### src/cpsr_pkg.sv
// cpsr_pkg: constants for the copper port status register block.
// assumes a single 40 MHz core clock domain.
package cpsr_pkg;
   localparam logic [7:0] CPSR_ADDR_STATUS = 8'h11;
   localparam logic [7:0] CPSR_ADDR_CTRL = 8'h40;
   localparam logic [7:0] CPSR_ADDR_IRQ_STAT = 8'h41;
   localparam logic [7:0] CPSR_ADDR_IRQ_MASK = 8'h42;
   localparam int CPSR_BIT_SPEED_HI = 15;
   localparam int CPSR_BIT_SPEED_LO = 14;
   localparam int CPSR_BIT_DUPLEX = 13;
   localparam int CPSR_BIT_PAGE = 12;
   localparam int CPSR_BIT_RESOLVED = 11;
   localparam int CPSR_BIT_LINK_RT = 10;
   localparam int CPSR_BIT_TX_PAUSE = 9;
   localparam int CPSR_BIT_RX_PAUSE = 8;
   localparam int CPSR_BIT_XOVER = 6;
   localparam int CPSR_BIT_SLEEP = 4;
   localparam int CPSR_BIT_GLINK = 3;
   localparam int CPSR_BIT_POL = 1;
   localparam int CPSR_BIT_JABBER = 0;
   localparam int CPSR_CTRL_POL_DIS = 0;
   localparam int CPSR_CTRL_XMODE_LO = 1;
   localparam int CPSR_CTRL_XMODE_HI = 2;
   localparam int CPSR_CTRL_AN_EN = 3;
   localparam int CPSR_CTRL_SW_RST = 4;
   localparam int CPSR_NUM_EVT = 3;
   localparam logic [1:0] CPSR_SPEED_1000 = 2'h2;
   localparam logic [1:0] CPSR_SPEED_100 = 2'h1;
   localparam logic [1:0] CPSR_SPEED_10 = 2'h0;
   localparam logic [1:0] CPSR_SPEED_RSVD = 2'h3;
   localparam logic [1:0] CPSR_XMODE_MDI = 2'h0;
   localparam logic [1:0] CPSR_XMODE_MDIX = 2'h1;
   localparam logic [1:0] CPSR_XMODE_RSVD = 2'h2;
   localparam logic [1:0] CPSR_XMODE_AUTO = 2'h3;
   localparam logic [1:0] CPSR_SPEED_RST = 2'h2;
   localparam logic CPSR_XOVER_RST = 1'h1;
   localparam logic [4:0] CPSR_CTRL_RST = 5'h0E;
   typedef enum logic [1:0] {
      CPSR_ST_PAGE, CPSR_ST_LINK, CPSR_ST_SLEEP
   } cpsr_evt_e;
endpackage : cpsr_pkg

### src/cpsr_sticky.sv
// cpsr_sticky: one sticky flag; set beats clear in the same cycle.
// assumes set and clear are single-cycle synchronous pulses.
`timescale 1ns/10ps
module cpsr_sticky (
   input wire logic i_sys_clk,
   input wire logic i_sys_rst,
   input wire logic i_set,
   input wire logic i_clr,
   output logic o_flag
);
   always_ff @(posedge i_sys_clk) begin
      if (i_sys_rst) begin
         o_flag <= 1'b0;
      end else if (i_set) begin
         o_flag <= 1'b1;
      end else if (i_clr) begin
         o_flag <= 1'b0;
      end
   end
endmodule : cpsr_sticky

### src/cpsr_top.sv
// cpsr_top: copper port status register with control, irq status and mask.
// assumes the phy core drives the i_phy_* levels and page pulse on i_sys_clk.
// Contract
// - speed reads 10 for 1000, 01 for 100, 00 for 10, never 11.
// - speed, duplex, pause, crossover are only meaningful while resolved is 1.
// - resolved is set on negotiation complete and held 1 while negotiation is off.
// - bit 13 gives duplex, 1 full and 0 half.
// - bit 12 latches on a partner page and holds until cleared.
// - bit 10 follows copper link live, with no latch.
// - bits 9 and 8 mirror tx and rx pause and steer nothing in the device.
// - bit 6 is 1 for mdix and 0 for mdi, following the manual setting, or the phy in auto mode.
// - a new crossover mode takes effect only after a software reset.
// - bit 4 is 1 while the port sleeps for lack of energy.
// - bit 3 gives global link status.
// - bit 1 shows live receive polarity, suppressed by polarity-reversal disable only in 10BASE-T.
// - bit 0 shows live jabber.
// - with reversal disabled, 10BASE-T polarity reads normal.
// - crossover mode 00 mdi, 01 mdix, 11 auto, 10 reserved.
//
// Strobed register access was left to the implementer.
`timescale 1ns/10ps
module cpsr_top
   import cpsr_pkg::*;
#(
   parameter int ADDR_W = 8,
   parameter int DATA_W = 16
) (
   input wire logic i_sys_clk,
   input wire logic i_sys_rst,
   input wire logic [ADDR_W-1:0] i_addr,
   input wire logic [DATA_W-1:0] i_wdata,
   input wire logic i_wr,
   input wire logic i_rd,
   output logic [DATA_W-1:0] o_rdata,
   input wire logic [1:0] i_phy_speed,
   input wire logic i_phy_duplex,
   input wire logic i_phy_an_done,
   input wire logic i_phy_page_rx,
   input wire logic i_phy_link,
   input wire logic i_phy_tx_pause,
   input wire logic i_phy_rx_pause,
   input wire logic i_phy_auto_mdix,
   input wire logic i_phy_sleep,
   input wire logic i_phy_pol_rev,
   input wire logic i_phy_jabber,
   output logic [1:0] o_xover_mode,
   output logic o_pol_rev_dis,
   output logic o_an_enable,
   output logic o_irq
);
   initial begin
      if (ADDR_W < 8 || DATA_W != 16) begin
         $error("cpsr_top: ADDR_W must be >= 8 and DATA_W must be 16");
      end
   end

   logic [1:0] speed_r;
   logic duplex_r;
   logic resolved_r;
   logic tx_pause_r;
   logic rx_pause_r;
   logic xover_r;
   logic page_r;
   logic [4:0] ctrl_r;
   logic [1:0] xmode_act_r;
   logic [CPSR_NUM_EVT-1:0] irq_mask_r;
   logic [CPSR_NUM_EVT-1:0] irq_stat;
   logic [CPSR_NUM_EVT-1:0] irq_set;
   logic [CPSR_NUM_EVT-1:0] irq_clr;
   logic link_d_r;
   logic sleep_d_r;
   logic pol_live;
   logic [DATA_W-1:0] status_word;
   logic rd_status;
   logic wr_ctrl;
   logic wr_irq_stat;
   logic wr_irq_mask;
   logic sw_rst;

   assign rd_status = i_rd && (i_addr == ADDR_W'(CPSR_ADDR_STATUS));
   assign wr_ctrl = i_wr && (i_addr == ADDR_W'(CPSR_ADDR_CTRL));
   assign wr_irq_stat = i_wr && (i_addr == ADDR_W'(CPSR_ADDR_IRQ_STAT));
   assign wr_irq_mask = i_wr && (i_addr == ADDR_W'(CPSR_ADDR_IRQ_MASK));
   // software reset is self-clearing: a write with the bit set
   assign sw_rst = wr_ctrl && i_wdata[CPSR_CTRL_SW_RST];

   // control register; the reset-request bit is never stored
   always_ff @(posedge i_sys_clk) begin
      if (i_sys_rst) begin
         ctrl_r <= CPSR_CTRL_RST;
      end else if (wr_ctrl) begin
         ctrl_r <= {1'b0, i_wdata[CPSR_CTRL_AN_EN:0]};
      end
   end

   always_ff @(posedge i_sys_clk) begin
      if (i_sys_rst) begin
         xmode_act_r <= CPSR_XMODE_AUTO;
      end else if (sw_rst) begin
         // reserved code 10 falls back to auto
         if (i_wdata[CPSR_CTRL_XMODE_HI:CPSR_CTRL_XMODE_LO] == CPSR_XMODE_RSVD) begin
            xmode_act_r <= CPSR_XMODE_AUTO;
         end else begin
            xmode_act_r <= i_wdata[CPSR_CTRL_XMODE_HI:CPSR_CTRL_XMODE_LO];
         end
      end
   end

   assign o_xover_mode = xmode_act_r;
   assign o_pol_rev_dis = ctrl_r[CPSR_CTRL_POL_DIS];
   assign o_an_enable = ctrl_r[CPSR_CTRL_AN_EN];

   // resolved tracks negotiation or forced when off
   always_ff @(posedge i_sys_clk) begin
      if (i_sys_rst || sw_rst) begin
         resolved_r <= 1'b0;
      end else if (!ctrl_r[CPSR_CTRL_AN_EN]) begin
         resolved_r <= 1'b1;
      end else begin
         resolved_r <= i_phy_an_done;
      end
   end

   // resolved fields capture only while resolution holds; retained otherwise
   always_ff @(posedge i_sys_clk) begin
      if (i_sys_rst) begin
         speed_r <= CPSR_SPEED_RST;
         duplex_r <= 1'b0;
         tx_pause_r <= 1'b0;
         rx_pause_r <= 1'b0;
      end else if (!ctrl_r[CPSR_CTRL_AN_EN] || i_phy_an_done) begin
         if (i_phy_speed != CPSR_SPEED_RSVD) begin
            speed_r <= i_phy_speed;
         end
         duplex_r <= i_phy_duplex;
         // pause mirrored only, not used here
         tx_pause_r <= i_phy_tx_pause;
         rx_pause_r <= i_phy_rx_pause;
      end
   end

   // manual modes follow setting, auto follows the phy
   always_ff @(posedge i_sys_clk) begin
      if (i_sys_rst) begin
         xover_r <= CPSR_XOVER_RST;
      end else begin
         unique case (xmode_act_r)
            CPSR_XMODE_MDI: xover_r <= 1'b0;
            CPSR_XMODE_MDIX: xover_r <= 1'b1;
            default: xover_r <= i_phy_auto_mdix;
         endcase
      end
   end

   // page latch; read clears, new event wins
   always_ff @(posedge i_sys_clk) begin
      if (i_sys_rst || (sw_rst && !i_phy_page_rx)) begin
         page_r <= 1'b0;
      end else if (i_phy_page_rx) begin
         page_r <= 1'b1;
      end else if (rd_status) begin
         page_r <= 1'b0;
      end
   end

   // live polarity; forced normal in 10BASE-T when disabled
   assign pol_live = i_phy_pol_rev &&
      !(ctrl_r[CPSR_CTRL_POL_DIS] && speed_r == CPSR_SPEED_10);

   always_comb begin
      status_word = '0;
      status_word[CPSR_BIT_SPEED_HI:CPSR_BIT_SPEED_LO] = speed_r;
      status_word[CPSR_BIT_DUPLEX] = duplex_r;
      status_word[CPSR_BIT_PAGE] = page_r;
      status_word[CPSR_BIT_RESOLVED] = resolved_r;
      status_word[CPSR_BIT_LINK_RT] = i_phy_link;
      status_word[CPSR_BIT_TX_PAUSE] = tx_pause_r;
      status_word[CPSR_BIT_RX_PAUSE] = rx_pause_r;
      status_word[CPSR_BIT_XOVER] = xover_r;
      status_word[CPSR_BIT_SLEEP] = i_phy_sleep;
      status_word[CPSR_BIT_GLINK] = i_phy_link;
      status_word[CPSR_BIT_POL] = pol_live;
      status_word[CPSR_BIT_JABBER] = i_phy_jabber;
   end

   // event edges for the interrupt logic
   always_ff @(posedge i_sys_clk) begin
      if (i_sys_rst) begin
         link_d_r <= 1'b0;
         sleep_d_r <= 1'b0;
      end else begin
         link_d_r <= i_phy_link;
         sleep_d_r <= i_phy_sleep;
      end
   end

   assign irq_set[CPSR_ST_PAGE] = i_phy_page_rx;
   assign irq_set[CPSR_ST_LINK] = i_phy_link ^ link_d_r;
   assign irq_set[CPSR_ST_SLEEP] = i_phy_sleep ^ sleep_d_r;
   assign irq_clr = wr_irq_stat ? i_wdata[CPSR_NUM_EVT-1:0] : '0;

   for (genvar g = 0; g < CPSR_NUM_EVT; g++) begin : g_evt
      cpsr_sticky u_sticky (
         .i_sys_clk(i_sys_clk),
         .i_sys_rst(i_sys_rst),
         .i_set(irq_set[g]),
         .i_clr(irq_clr[g]),
         .o_flag(irq_stat[g])
      );
   end

   always_ff @(posedge i_sys_clk) begin
      if (i_sys_rst) begin
         irq_mask_r <= '0;
      end else if (wr_irq_mask) begin
         irq_mask_r <= i_wdata[CPSR_NUM_EVT-1:0];
      end
   end

   always_ff @(posedge i_sys_clk) begin
      if (i_sys_rst) begin
         o_irq <= 1'b0;
      end else begin
         o_irq <= |(irq_stat & irq_mask_r);
      end
   end

   // read data one cycle after strobe, zero when idle or unmapped
   always_ff @(posedge i_sys_clk) begin
      if (i_sys_rst || !i_rd) begin
         o_rdata <= '0;
      end else begin
         unique case (i_addr)
            ADDR_W'(CPSR_ADDR_STATUS): o_rdata <= status_word;
            ADDR_W'(CPSR_ADDR_CTRL): o_rdata <= DATA_W'(ctrl_r);
            ADDR_W'(CPSR_ADDR_IRQ_STAT): o_rdata <= DATA_W'(irq_stat);
            ADDR_W'(CPSR_ADDR_IRQ_MASK): o_rdata <= DATA_W'(irq_mask_r);
            default: o_rdata <= '0;
         endcase
      end
   end
endmodule : cpsr_top

### config.mk
export PLATFORM = sky130hd
export DESIGN_NAME = cpsr_top
export DESIGN_NICKNAME = d
export VERILOG_FILES = /design/src/cpsr_pkg.sv /design/src/cpsr_sticky.sv /design/src/cpsr_top.sv
export SDC_FILE = /design/constraint.sdc
export NUM_CORES = 1
export LEC_CHECK = 0
export CELL_PAD_IN_SITES_DETAIL_PLACEMENT = 1
export CELL_PAD_IN_SITES_GLOBAL_PLACEMENT = 2
export CORE_ASPECT_RATIO = 0.5
export CORE_MARGIN = 2
export CORE_UTILIZATION = 32
export CTS_CLUSTER_DIAMETER = 50
export DETAILED_ROUTE_END_ITERATION = 6
export DONT_BUFFER_PORTS = 1
export PLACE_DENSITY = 0.75
export SLEW_MARGIN = 5
export SYNTH_ARGS = -nofsm -noshare
export SYNTH_HDL_FRONTEND = slang
export SYNTH_HIERARCHICAL = 1
export SYNTH_SLANG_ARGS = --single-unit
export TNS_END_PERCENT = 50
### constraint.sdc
create_clock -name i_sys_clk -period 1.2 [get_ports i_sys_clk]
set_input_delay 0.12 -clock i_sys_clk [delete_from_list [all_inputs] [get_ports i_sys_clk]]
set_output_delay 0.12 -clock i_sys_clk [all_outputs]
set_load 0.05 [all_outputs]
==> impl_metrics.yaml <==
status:
  status: "finished with violations"
  violations: "negative hold slack"
clock_tree:
  holdBufCountCts: 4
  cts_tree: "yes"
  h-tree-depth: 2
  root_buffer: "clkbuf_8"
  clk_pin_slew_ps: 70
  cts_setup_buffers: 0
  cts_buffers: 5
  clockBufferDepth: 2
  clk_latency_ps: 280
  cts_sinks: 37
setup_path:
  crit_path_start_kind: "register"
  cp_data_arrival_time_ps: 1310
  required_ps: 1370
  cp_max_fo: 3
  critical_path_class: "register to register"
  end_kind: "register"
  worstRegToRegCells: 4
synthesis:
  async_flop_share_pct: 0
  synthTopCellsByCount: "37 x dfxtp_1, 20 x nor2_1, 11 x and2_1"
  mappedNetlistArea_sq_mm: 0.00149
  yosysWarnings: 6
  synthFlopType: "dfxtp_1"
  synth_top_area_share_pct: 49.7
  ys_seq_elements: 37
  ys_top_cells_by_area: "dfxtp_1 50%, nor2_1 5.0%, and2_1 4.6%"
  synth_edf_count: 0
  synth-seq-area-share_pct: 49.7
  yosysUniqueCellTypes: 37
  postSynthCellCount: 148
  synth.most_common_cell: "dfxtp_1"
  syn_avg_cell_area_sq_um: 10.1
  synth_area_leader_cell: "dfxtp_1"
placement:
  gp_congestion: 0.776
  dp_hpwl_microns: 2700
  port_buffers: 0
  place_ws_ps: -86.0
hold_path:
  hp-class: "primary input to register"
  hold_depth: 1
timing:
  tns_ps: 0
  drv_slew: 0
  fmax_mhz: 882
  layout_setup_ws_ps: 66.8
  finalCriticalPeriod_ps: 1130
  rsz0062_at_grt: "false"
  final-setup-viol-count: 0
  skew_ps: 2.63
  fin_crit_sh_pct: 94.4
  whs_ps: -99.2
  finalHoldViolCount: 20
final_layout:
  fin_nets: 211
  antenna_cells: 0
  layout-drive-gt1-share_pct: 22.2
  fin_util_pct: 40.7
  area_growth_pct: 21.4
route:
  first_iter_violations: 34
  drc: 0
  wl_microns: 3560
  ant_nets: 0
  drt_first_pass_iters: 4
  drt-wirelength-per-cell_microns: 15.6
  vias: 1097
  via_per_inst: 4.81
grt:
  grt_pass1_vias: 1173
  grt_antenna_before_repair: 0
  grt_max_degree: 26
  grt_usage_pct: 15.3
  grt_overflow_total: 0
  grt_first_pass_wirelength_microns: 5950
floorplan:
  core-area_sq_mm: 0.00445
  die_h_microns: 52.3
  io_pins: 61
  start_util_pct: 33.5
  fp-row-count: 17
  dieArea_sq_mm: 0.00525
  die_w_microns: 101
pwr:
  ir_drop_v: 0.000608
  power_density_mw_per_mm2: 1340
  p_leak_nw: 0.771
  fin_total_pwr_mw: 2.43
run:
  drv_cap: 0
==> final cells by class <==
class / count / area, sq um
Multi-Input combinational cell: 99 / 689
Inverter: 8 / 30.0
Tap cell: 57 / 71.3
Timing Repair Buffer: 20 / 173
Clock buffer: 5 / 68.8
Clock inverter: 2 / 35.0
Fill cell: 511 / 2640
Sequential cell: 37 / 742
==> state kept, by name, summed over array words and instances (netlist names), 2 cells and up <==
signal / cells
o_rdata: 14
ctrl_r: 4
speed_r: 2
o_xover_mode: 2
irq_mask_r: 3
g_evt.u_sticky/o_flag: 3
==> stage by stage <==
stage | instances | cell area [sq um] | hold slack [ps]
final | 228 | 1810 | -99.2
after global routing | 228 | 1810 | -125
after CTS | 228 | 1810 | -116
after detailed placement | 217 | 1670 | 189
after global placement | 217 | 1670 | 186
after floorplan | 149 | 1500 | 182
==> critical path: stages, from the launching register on <==
cell	delay, ps
dfxtp_1	340
mux2_2	270
a22o_1	210
a32oi_1	160
nor2_1	60
==> final timing paths <==
path                              startpoint                                     to  slack (ps)
hold reg to reg           xover_r$_SDFF_PP1_                  o_rdata[6]$_SDFF_PP0_         430
setup reg to reg  irq_mask_r[1]$_SDFFE_PP0P_                  o_rdata[1]$_SDFF_PP0_          70
hold / removal                     i_sys_rst  g_evt[2].u_sticky/o_flag$_SDFFE_PP0P_        -100
setup / recovery  irq_mask_r[1]$_SDFFE_PP0P_                  o_rdata[1]$_SDFF_PP0_          70
==> cell usage in the layout (no fill, tap or decap), types with 3 or more instances in the layout <==
cell           instances
buf_4                 15
inv_1                  8
a21oi_2                3
dlygate4sd3_1          4
mux2i_1                5
and2_1                11
nand2_1                9
a21oi_1                4
clkbuf_8               5
nor2_1                20
dfxtp_1               36
a211o_1                6
nor2b_1                6
nand2b_1               4
==> repair_timing <==
| action | in CTS | in global routing |
|---|---|---|
| endpoints found under the setup margin | 0 | 0 |
| gates resized for setup | 0 | 0 |
| endpoints found under the hold margin | 25 | 20 |
==> per-layer routing <==
| layer | vias to the layer above | part of all wire, % | track usage (%) |
|---|---|---|---|
| li1 | 541 | - | - |
| met1 | 524 | 49 | 19.4 |
| met5 | - | 0 | 0 |
| met3 | 2 | 7.1 | 6.40 |
| met4 | 0 | 0.53 | 4.79 |
| met2 | 30 | 43 | 23.8 |
==> logic make-up after synthesis <==
group                     count (synthesis)  synth area share [%]
other                                     1                 0.252
and+or+nand+nor                          65                  27.5
AOI/OAI and AO/OA                        23                  12.3
muxes                                     7                  4.87
DFF                                      37                  49.7
buffers and inverters                    13                  4.28
xor gates and xnor gates                  2                  1.18
==> report_power, final <==
part           switching (mW)  internal [mW]
registers              0.0186           1.26
logic                  0.0648         0.0659
clock network           0.420          0.604
No activity file was read; power rests on OpenSTA's default activity.
